==> config.mk <==
export PLATFORM = sky130hd
export DESIGN_NAME = cicid_ctrl
export DESIGN_NICKNAME = d
export VERILOG_FILES = /design/src/common/cicid_pkg.sv /design/src/design/cicid_ctrl.sv /design/src/design/cicid_sync2.sv /design/src/design/cicid_id_rom.sv
export VERILOG_INCLUDE_DIRS = /design/src /design/src/common
export SDC_FILE = /design/constraint.sdc
export NUM_CORES = 1
export LEC_CHECK = 0
export BUFFER_PORTS_ARGS = -buffer_cell sky130_fd_sc_hd__buf_2
export CORE_UTILIZATION = 37
export CTS_BUF_LIST = sky130_fd_sc_hd__clkbuf_8
export CTS_CLUSTER_SIZE = 40
export DETAILED_ROUTE_END_ITERATION = 7
export PLACE_DENSITY = 0.78
export SKIP_CTS_REPAIR_TIMING = 1
export SLEW_MARGIN = 10
export SYNTH_ARGS = -nofsm -noshare
export SYNTH_HDL_FRONTEND = slang
export SYNTH_SLANG_ARGS = --single-unit
==> constraint.sdc <==
create_clock -name mclk -period 2.2 [get_ports mclk]
set_input_delay 0.44 -clock mclk [delete_from_list [all_inputs] [get_ports mclk]]
set_output_delay 0.44 -clock mclk [all_outputs]
set_load 0.02 [all_outputs]
==> src/common/cicid_map.svh <==
// Purpose: offsets, field positions and reset values of the cpu interface
//          control and identification registers
// Assumes: word-aligned byte offsets on the register port
// Notes:   definitions only
`ifndef CICID_MAP_SVH
`define CICID_MAP_SVH

// ============================================================
// offsets
`define CICID_OFF_CTRL      12'h000
`define CICID_OFF_PID4      12'hFD0
`define CICID_OFF_PID5      12'hFD4
`define CICID_OFF_PID6      12'hFD8
`define CICID_OFF_PID7      12'hFDC
`define CICID_OFF_PID0      12'hFE0
`define CICID_OFF_PID1      12'hFE4
`define CICID_OFF_PID2      12'hFE8
`define CICID_OFF_PID3      12'hFEC

// ============================================================
// control fields
`define CICID_CTRL_EN_BIT   0
`define CICID_CTRL_ENNS_BIT 1
`define CICID_CTRL_RESET    1'b0

// ============================================================
// identifier fields
`define CICID_ID_RSVD_HI    63
`define CICID_ID_RSVD_LO    36
`define CICID_ID_BANK_LO    32
`define CICID_ID_REV_LO     28
`define CICID_ID_ARCH_REV_LO 20
`define CICID_ID_JEP_BIT    19
`define CICID_ID_ARCH_LO    12
`define CICID_ID_DEV_LO     0
`define CICID_PID2_JEP_BIT  3
`define CICID_JEP_FLAG      1'b1
// arbitrary neutral values, not a real maker or part
`define CICID_BANK_CODE     4'h7
`define CICID_REVISION      4'h2
`define CICID_ARCH_REV      4'h2
`define CICID_ARCH_CODE     7'h55
`define CICID_DEVICE_CODE   12'h123

`endif

==> src/common/cicid_pkg.sv <==
// Purpose: shared types of the control and identification block
// Assumes: nothing
// Notes:   offsets live in cicid_map.svh
package cicid_pkg;
  typedef logic [31:0] cicid_word_t;
  typedef logic [63:0] cicid_id_t;
  typedef enum logic [1:0] {
    CICID_SEL_NONE,
    CICID_SEL_CTRL,
    CICID_SEL_ID
  } cicid_sel_t;
endpackage

==> src/design/cicid_ctrl.sv <==
// Purpose: cpu interface control register and identification registers
// Assumes: one-cycle strobes, read data the cycle after the read strobe
// Notes:   security extensions and lockdown are strap parameters
`include "cicid_map.svh"
module cicid_ctrl
  import cicid_pkg::*;
#(
  parameter bit SEC_EXT  = 1'b1,
  parameter bit LOCKDOWN = 1'b1
)
(
  input  wire logic        mclk,
  input  wire logic        sys_rst,
  input  wire logic        clkEn,
  input  wire logic [11:0] regAddr,
  input  wire logic [31:0] regWrData,
  input  wire logic        regWrStb,
  input  wire logic        regRdStb,
  input  wire logic        accSecure,
  input  wire logic        lockdownPin,
  input  wire logic        secIrqPend,
  input  wire logic        nsIrqPend,
  output logic [31:0]      regRdData,
  output logic             secIrqOut,
  output logic             nsIrqOut
);
  // ============================================================
  // declarations
  logic       enNs_reg;
  logic       enNs_next;
  logic       enS_reg;
  logic       enS_next;
  logic [31:0] rdData_reg;
  logic [31:0] rdData_next;
  cicid_sel_t sel_reg;
  cicid_sel_t sel_next;
  logic       secIrq_reg;
  logic       secIrq_next;
  logic       nsIrq_reg;
  logic       nsIrq_next;
  logic       lockLevel;
  logic       isCtrl;
  logic       isId;
  logic [2:0] idSel;
  logic [7:0] idByte;
  logic       secView;
  logic       secLocked;

  // ============================================================
  // lockdown pin crosses in through two stages
  cicid_sync2 u_lock_sync (
    .mclk     (mclk),
    .sysRst   (sys_rst),
    .clkEn    (clkEn),
    .pinIn    (lockdownPin),
    .levelOut (lockLevel)
  );

  // ============================================================
  // address decode
  always_comb
  begin
    isCtrl = (regAddr == `CICID_OFF_CTRL);
    isId   = 1'b1;
    idSel  = 3'h0;
    case (regAddr)
      `CICID_OFF_PID0: idSel = 3'h0;
      `CICID_OFF_PID1: idSel = 3'h1;
      `CICID_OFF_PID2: idSel = 3'h2;
      `CICID_OFF_PID3: idSel = 3'h3;
      `CICID_OFF_PID4: idSel = 3'h4;
      `CICID_OFF_PID5: idSel = 3'h5;
      `CICID_OFF_PID6: idSel = 3'h6;
      `CICID_OFF_PID7: idSel = 3'h7;
      default:         isId  = 1'b0;
    endcase
  end

  // without security every access sees the single non-secure layout
  assign secView   = SEC_EXT && accSecure;
  assign secLocked = LOCKDOWN && SEC_EXT && lockLevel;

  cicid_id_rom u_id_rom (
    .mclk    (mclk),
    .sysRst  (sys_rst),
    .clkEn   (clkEn),
    .rdEn    (regRdStb && isId),
    .byteSel (idSel),
    .rdByte  (idByte)
  );

  // ============================================================
  // control register copies
  always_comb
  begin
    enNs_next = enNs_reg;
    enS_next  = enS_reg;
    if (clkEn && regWrStb && isCtrl)
    begin
      if (!secView)
        enNs_next = regWrData[`CICID_CTRL_EN_BIT];
      else if (!secLocked)
      begin
        enS_next  = regWrData[`CICID_CTRL_EN_BIT];
        enNs_next = regWrData[`CICID_CTRL_ENNS_BIT];
      end
    end
    // id writes fall through untouched
  end

  always_ff @(posedge mclk)
  begin
    if (sys_rst)
    begin
      enNs_reg <= `CICID_CTRL_RESET;
      enS_reg  <= `CICID_CTRL_RESET;
    end
    else
    begin
      enNs_reg <= enNs_next;
      enS_reg  <= enS_next;
    end
  end

  // ============================================================
  // read path; id byte arrives registered, so merge one cycle later
  always_comb
  begin
    sel_next    = sel_reg;
    rdData_next = rdData_reg;
    if (clkEn)
    begin
      sel_next    = CICID_SEL_NONE;
      rdData_next = 32'h0000_0000;
      if (regRdStb && isCtrl)
      begin
        sel_next = CICID_SEL_CTRL;
        if (secView)
          rdData_next = {30'h0, enNs_reg, enS_reg};
        else
          rdData_next = {31'h0, enNs_reg};
      end
      else if (regRdStb && isId)
        sel_next = CICID_SEL_ID;
    end
  end

  always_ff @(posedge mclk)
  begin
    if (sys_rst)
    begin
      sel_reg    <= CICID_SEL_NONE;
      rdData_reg <= 32'h0000_0000;
    end
    else
    begin
      sel_reg    <= sel_next;
      rdData_reg <= rdData_next;
    end
  end

  always_comb
  begin
    case (sel_reg)
      CICID_SEL_ID:   regRdData = {24'h0, idByte};
      CICID_SEL_CTRL: regRdData = rdData_reg;
      CICID_SEL_NONE: regRdData = 32'h0000_0000;
      default:        regRdData = 32'h0000_0000;
    endcase
  end

  // ============================================================
  // interrupt gating
  always_comb
  begin
    secIrq_next = secIrq_reg;
    nsIrq_next  = nsIrq_reg;
    if (clkEn)
    begin
      // secure side ignores the non-secure enable when SEC_EXT is set; without it, it follows that enable
      secIrq_next = secIrqPend && (SEC_EXT ? enS_reg : enNs_reg);
      nsIrq_next  = nsIrqPend && enNs_reg;
    end
  end

  always_ff @(posedge mclk)
  begin
    if (sys_rst)
    begin
      secIrq_reg <= 1'b0;
      nsIrq_reg  <= 1'b0;
    end
    else
    begin
      secIrq_reg <= secIrq_next;
      nsIrq_reg  <= nsIrq_next;
    end
  end

  assign secIrqOut = secIrq_reg;
  assign nsIrqOut  = nsIrq_reg;

  // ============================================================
  // checks
  property p_ns_gate;
    @(posedge mclk) disable iff (sys_rst)
      (clkEn && !enNs_reg) |=> !nsIrqOut;
  endproperty
  a_ns_gate: assert property (p_ns_gate)
    else $error("non-secure irq while disabled");

  property p_sec_indep;
    @(posedge mclk) disable iff (sys_rst)
      (clkEn && SEC_EXT && enS_reg && secIrqPend) |=> secIrqOut;
  endproperty
  a_sec_indep: assert property (p_sec_indep)
    else $error("secure irq blocked");

  property p_lock;
    @(posedge mclk) disable iff (sys_rst)
      secLocked && regWrStb && secView |=> $stable(enS_reg);
  endproperty
  a_lock: assert property (p_lock)
    else $error("secure copy changed under lockdown");

  property p_ns_write;
    @(posedge mclk) disable iff (sys_rst)
      (clkEn && regWrStb && isCtrl && !secView)
      |=> enNs_reg == $past(regWrData[0]) && $stable(enS_reg);
  endproperty
  a_ns_write: assert property (p_ns_write)
    else $error("non-secure write wrong");

  property p_alias;
    @(posedge mclk) disable iff (sys_rst)
      (clkEn && regRdStb && isCtrl && secView)
      |=> regRdData == {30'h0, $past(enNs_reg), $past(enS_reg)};
  endproperty
  a_alias: assert property (p_alias)
    else $error("secure view wrong");

  property p_rsvd;
    @(posedge mclk) disable iff (sys_rst)
      (clkEn && regRdStb && isCtrl) |=> regRdData[31:2] == 30'h0;
  endproperty
  a_rsvd: assert property (p_rsvd)
    else $error("reserved control bits set");

  property p_id_nowrite;
    @(posedge mclk) disable iff (sys_rst)
      (regWrStb && isId) |=> $stable(enNs_reg) && $stable(enS_reg);
  endproperty
  a_id_nowrite: assert property (p_id_nowrite)
    else $error("id write changed state");

  property p_id_hi;
    @(posedge mclk) disable iff (sys_rst)
      (clkEn && regRdStb && isId) |=> regRdData[31:8] == 24'h0;
  endproperty
  a_id_hi: assert property (p_id_hi)
    else $error("id upper bits set");

  property p_sec_gate;
    @(posedge mclk) disable iff (sys_rst)
      (clkEn && SEC_EXT && !enS_reg) |=> !secIrqOut;
  endproperty
  a_sec_gate: assert property (p_sec_gate)
    else $error("secure irq while disabled");

  property p_ns_pass;
    @(posedge mclk) disable iff (sys_rst)
      (clkEn && enNs_reg && nsIrqPend) |=> nsIrqOut;
  endproperty
  a_ns_pass: assert property (p_ns_pass)
    else $error("enabled non-secure irq not signalled");

  // alias bit sits in the secure copy, so lockdown guards it from secure writes; non-secure writes still land
  property p_lock_alias;
    @(posedge mclk) disable iff (sys_rst)
      (clkEn && secLocked && regWrStb && isCtrl && secView)
      |=> $stable(enNs_reg);
  endproperty
  a_lock_alias: assert property (p_lock_alias)
    else $error("alias changed under lockdown");

  property p_unmapped;
    @(posedge mclk) disable iff (sys_rst)
      (clkEn && regRdStb && !isCtrl && !isId)
      |=> regRdData == 32'h0000_0000;
  endproperty
  a_unmapped: assert property (p_unmapped)
    else $error("unmapped read not zero");

  property p_rd_idle;
    @(posedge mclk) disable iff (sys_rst)
      (clkEn && !regRdStb) |=> regRdData == 32'h0000_0000;
  endproperty
  a_rd_idle: assert property (p_rd_idle)
    else $error("read data outside its cycle");
endmodule // cicid_ctrl

==> src/design/cicid_sync2.sv <==
// Purpose: two flip-flop synchroniser for one pin level
// Assumes: mclk domain, synchronous reset
// Notes:   first stage read only by the second
module cicid_sync2
  import cicid_pkg::*;
(
  input  wire logic mclk,
  input  wire logic sysRst,
  input  wire logic clkEn,
  input  wire logic pinIn,
  output logic      levelOut
);
  logic stage1_reg;
  logic stage1_next;
  logic stage2_reg;
  logic stage2_next;

  always_comb
  begin
    stage1_next = stage1_reg;
    stage2_next = stage2_reg;
    if (clkEn)
    begin
      stage1_next = pinIn;
      stage2_next = stage1_reg;
    end
  end

  always_ff @(posedge mclk)
  begin
    if (sysRst)
    begin
      stage1_reg <= 1'b0;
      stage2_reg <= 1'b0;
    end
    else
    begin
      stage1_reg <= stage1_next;
      stage2_reg <= stage2_next;
    end
  end

  assign levelOut = stage2_reg;
endmodule // cicid_sync2

==> src/design/cicid_id_rom.sv <==
// Purpose: peripheral identifier bytes, selected by offset
// Assumes: byte index 0..7 decoded by the caller
// Notes:   constant contents, read data registered
`include "cicid_map.svh"
module cicid_id_rom
  import cicid_pkg::*;
(
  input  wire logic       mclk,
  input  wire logic       sysRst,
  input  wire logic       clkEn,
  input  wire logic       rdEn,
  input  wire logic [2:0] byteSel,
  output logic [7:0]      rdByte
);
  cicid_id_t  idWord;
  logic [7:0] rdByte_reg;
  logic [7:0] rdByte_next;

  // ============================================================
  // identifier assembly
  always_comb
  begin
    idWord = '0; // upper bits stay zero
    idWord[`CICID_ID_BANK_LO +: 4]    = `CICID_BANK_CODE;
    idWord[`CICID_ID_REV_LO +: 4]     = `CICID_REVISION;
    idWord[`CICID_ID_ARCH_REV_LO +: 4] = `CICID_ARCH_REV;
    idWord[`CICID_ID_JEP_BIT]         = `CICID_JEP_FLAG;
    idWord[`CICID_ID_ARCH_LO +: 7]    = `CICID_ARCH_CODE;
    idWord[`CICID_ID_DEV_LO +: 12]    = `CICID_DEVICE_CODE;
  end

  always_comb
  begin
    rdByte_next = rdByte_reg;
    if (clkEn && rdEn)
      rdByte_next = idWord[{byteSel, 3'b000} +: 8];
  end

  always_ff @(posedge mclk)
  begin
    if (sysRst)
      rdByte_reg <= 8'h00;
    else
      rdByte_reg <= rdByte_next;
  end

  assign rdByte = rdByte_reg;

  // ============================================================
  // checks
  property p_jep_bit;
    @(posedge mclk) disable iff (sysRst)
      (clkEn && rdEn && byteSel == 3'h2)
      |=> rdByte[`CICID_PID2_JEP_BIT] == 1'b1;
  endproperty
  a_jep_bit: assert property (p_jep_bit)
    else $error("jedec flag not one");

  property p_rsvd_zero;
    @(posedge mclk) disable iff (sysRst)
      (clkEn && rdEn && byteSel > 3'h4) |=> rdByte == 8'h00;
  endproperty
  a_rsvd_zero: assert property (p_rsvd_zero)
    else $error("reserved id byte not zero");

  property p_pid4_hi;
    @(posedge mclk) disable iff (sysRst)
      (clkEn && rdEn && byteSel == 3'h4)
      |=> rdByte == {4'h0, `CICID_BANK_CODE};
  endproperty
  a_pid4_hi: assert property (p_pid4_hi)
    else $error("bank code byte wrong");
endmodule // cicid_id_rom

==> impl_metrics.tcl <==
set metrics [dict create \
    setup_tns_ns 0 \
    critical_path_arrival_ns 1.31 \
    post_route_clock_skew_ns 0.00268 \
    rsz0062_at_grt "no" \
    fp.dieW_um 54.8 \
    synthTopCellsByArea "sky130_fd_sc_hd__dfxtp_1 (31%), sky130_fd_sc_hd__buf_4 (20%), sky130_fd_sc_hd__nor2_1 (4.4%), sky130_fd_sc_hd__nand2_1 (4.0%), sky130_fd_sc_hd__mux2i_1 (3.9%)" \
    worst_hold_path_type "in -> reg" \
    grtUsageMet1_pct 17.5 \
    synth.largest_area_cell "sky130_fd_sc_hd__dfxtp_1" \
    period_minus_slack_ns 1.75 \
    numPortBuffers 31 \
    synth-edff-count 0 \
    ys_seq_area_share_pct 31.0 \
    cts_tree "yes" \
    drt_first_pass_iters 4 \
    area_growth_syn_to_layout_pct 12.7 \
    drt-wirelength-per-cell_um 10.3 \
    grt_use_total_pct 15.3 \
    cts_buffers 3 \
    vias_per_cell 4.72 \
    grt-busiest-layer "met2" \
    antenna_cells 0 \
    power_density_nw_per_um2 558 \
    layout.nets 214 \
    post-route-util_pct 45.3 \
    clkSinkCount 16 \
    final-setup-viol-count 0 \
    grt_max_degree 14 \
    route.final.wire_length_mm 1.94 \
    design_area_sq_um 1160 \
    number_of_vias_after_detailed_routing 888 \
    fraction_of_layout_cells_with_a_size_suffix_above_1_pct 24.7 \
    postSynth.asyncResetShare_pct 0 \
    crit_type "reg -> out" \
    synth_warnings 0 \
    drt_iter0_drc 10 \
    syn_std_cell_area_sq_um 1030 \
    slew_headroom_pct 63.0 \
    ys.flop_type "sky130_fd_sc_hd__dfxtp_1" \
    clkTransAtPathRegs_ns 0.07 \
    leakagePower_nw 0.532 \
    timing.critical_path.from_type "register" \
    post_synth.cell_area_avg_sq_um 8.13 \
    netlist_instances 127 \
    endpoint_kind "output pin" \
    final.period_utilization_pct 79.8 \
    worst_case_hold_slack_ns 0.417 \
    fp.dieArea_sq_um 3010 \
    least_margin_pin_slew_ns 0.550 \
    critical_path.max_fanout 6 \
    grt-ovfl-total 0 \
    ys_ff_latch 16 \
    row_count 18 \
    start_util_pct 40.2 \
    worst-endpoint-required_ns 1.76 \
    remaining_routing_drc_violations 0 \
    place.gp.congestion 0.774 \
    largest_register_ffs 6 \
    grt.met3_usage_pct 5.00 \
    outcome "completed" \
    finalHoldViolations 0 \
    cts_max_path_buffers 2 \
    core_region_area_sq_um 2570 \
    clk_root_buffer_cell "sky130_fd_sc_hd__clkbuf_8" \
    timing.final.max_slew_violations 0 \
    i_o_pin_total 87 \
    cts_max_level 1 \
    antenna_found_initial 0 \
    drv_cap 0 \
    global_route_wire_length_before_repair_mm 3.24 \
    fmaxAchievable_ghz 0.570 \
    grt.met2_usage_pct 26.3 \
    worst_skew_pair.late_latency_ns 0.25 \
    peakVddDrop_v 0.000342 \
    yosysUniqueCellTypes 35 \
    synth_top_cell_area_share_pct 31.0 \
    dp_hpwl_mm 1.56 \
    dpl-instance-area_sq_um 1110 \
    die_height_um 54.8 \
    grt_pass1_vias 792 \
    detail-route-antenna-nets 0 \
]
stage by stage:
step	worst slack [ns]	total power [mW]	cells
after floorplan	0.564	0.396	151
after global placement	0.428	0.391	184
after detailed placement	0.409	0.392	184
after CTS	0.427	0.652	188
after global routing	0.335	0.679	188
final	0.445	0.650	188
worst paths after layout:
check,from,cells past startpoint,to,slack (ns)
min reg2reg,u_id_rom.rdByte[6],2,u_id_rom.rdByte[6],0.46
max reg2reg,u_lock_sync.levelOut,3,enS_reg,1.13
max,sel_reg[0],5,regRdData[0],0.45
min,lockdownPin,3,u_lock_sync.stage1_reg,0.42
cell type report:
| class | count | area (sq um) |
|---|---|---|
| fillers | 280 | 1400 |
| multi-input cells | 102 | 577 |
| flip-flops and latches | 16 | 320 |
| repair buffers | 31 | 155 |
| clock buffers | 4 | 55.1 |
| well taps | 30 | 37.5 |
| inverters | 5 | 18.8 |
cell usage after synthesis (2+ instances only):
cell type and n:
sky130_fd_sc_hd__or4_1 2, sky130_fd_sc_hd__nor3b_1 2, sky130_fd_sc_hd__a32o_1 2, sky130_fd_sc_hd__inv_1 5
sky130_fd_sc_hd__nor2_1 12, sky130_fd_sc_hd__o21a_1 2, sky130_fd_sc_hd__buf_4 27, sky130_fd_sc_hd__dfxtp_1 16
sky130_fd_sc_hd__nand2_1 11, sky130_fd_sc_hd__and2_1 4, sky130_fd_sc_hd__nor4_1 3, sky130_fd_sc_hd__a22oi_1 2
sky130_fd_sc_hd__ha_1 2, sky130_fd_sc_hd__mux2i_1 4, sky130_fd_sc_hd__a21oi_1 7, sky130_fd_sc_hd__nand3_1 6
sky130_fd_sc_hd__nand2b_1 2
where the power goes:
part	internal [mW]	leakage, nW	switching [mW]
logic	0.0253	0.374	0.0686
clock network	0.159	0.0288	0.104
registers	0.291	0.129	0.000958
layout by cell type (no fill, tap or decap), drive strengths merged:
master,netlist,layout
nand3,6,6
buf,28,31
nand4,1,1
o31ai,1,1
clkbuf,0,4
nor4,4,4
or4,3,3
nand4bb,1,1
mux2i,4,4
nand2,11,11
a32o,2,2
a22oi,2,2
ha,2,2
and2b,1,1
nand2b,2,2
nor3b,2,2
a21o,1,1
o21a,2,2
nor2,12,12
a311oi,1,1
a31oi,1,1
a21oi,7,7
and3,1,1
a211oi,1,1
inv,5,5
xnor2,1,1
o21ai,1,1
and2,5,5
dfxtp,16,16
conb,1,25
a41o,1,1
or2,1,1
logic make-up (layout without fill, tap and decap cells):
kind of cell    after synthesis  in the layout  synth area share [%]
compound gates               20             20                  13.3
xor+xnor                      1              1                 0.849
fa+ha+maj                     2              2                  2.42
buf+inv                      33             40                  21.8
flops                        16             16                  31.0
mux                           4              4                  3.88
other cells                   1             25                 0.363
simple gates                 50             50                  26.3
worst max-delay path, stage by stage (launching register included):
cell and delay [ns]:
sky130_fd_sc_hd__dfxtp_1 0.33, sky130_fd_sc_hd__inv_1 0.06, sky130_fd_sc_hd__ha_1 0.25, sky130_fd_sc_hd__a22oi_1 0.20, sky130_fd_sc_hd__nor2_1 0.06, sky130_fd_sc_hd__buf_2 0.15
layer usage:
| layer | routed length (um) | up-vias |
|---|---|---|
| met5 | 0 | - |
| met4 | 11 | 0 |
| met3 | 145 | 2 |
| met2 | 958 | 40 |
| met1 | 818 | 393 |
| li1 | - | 453 |
Power figures use the tool's default switching activity.
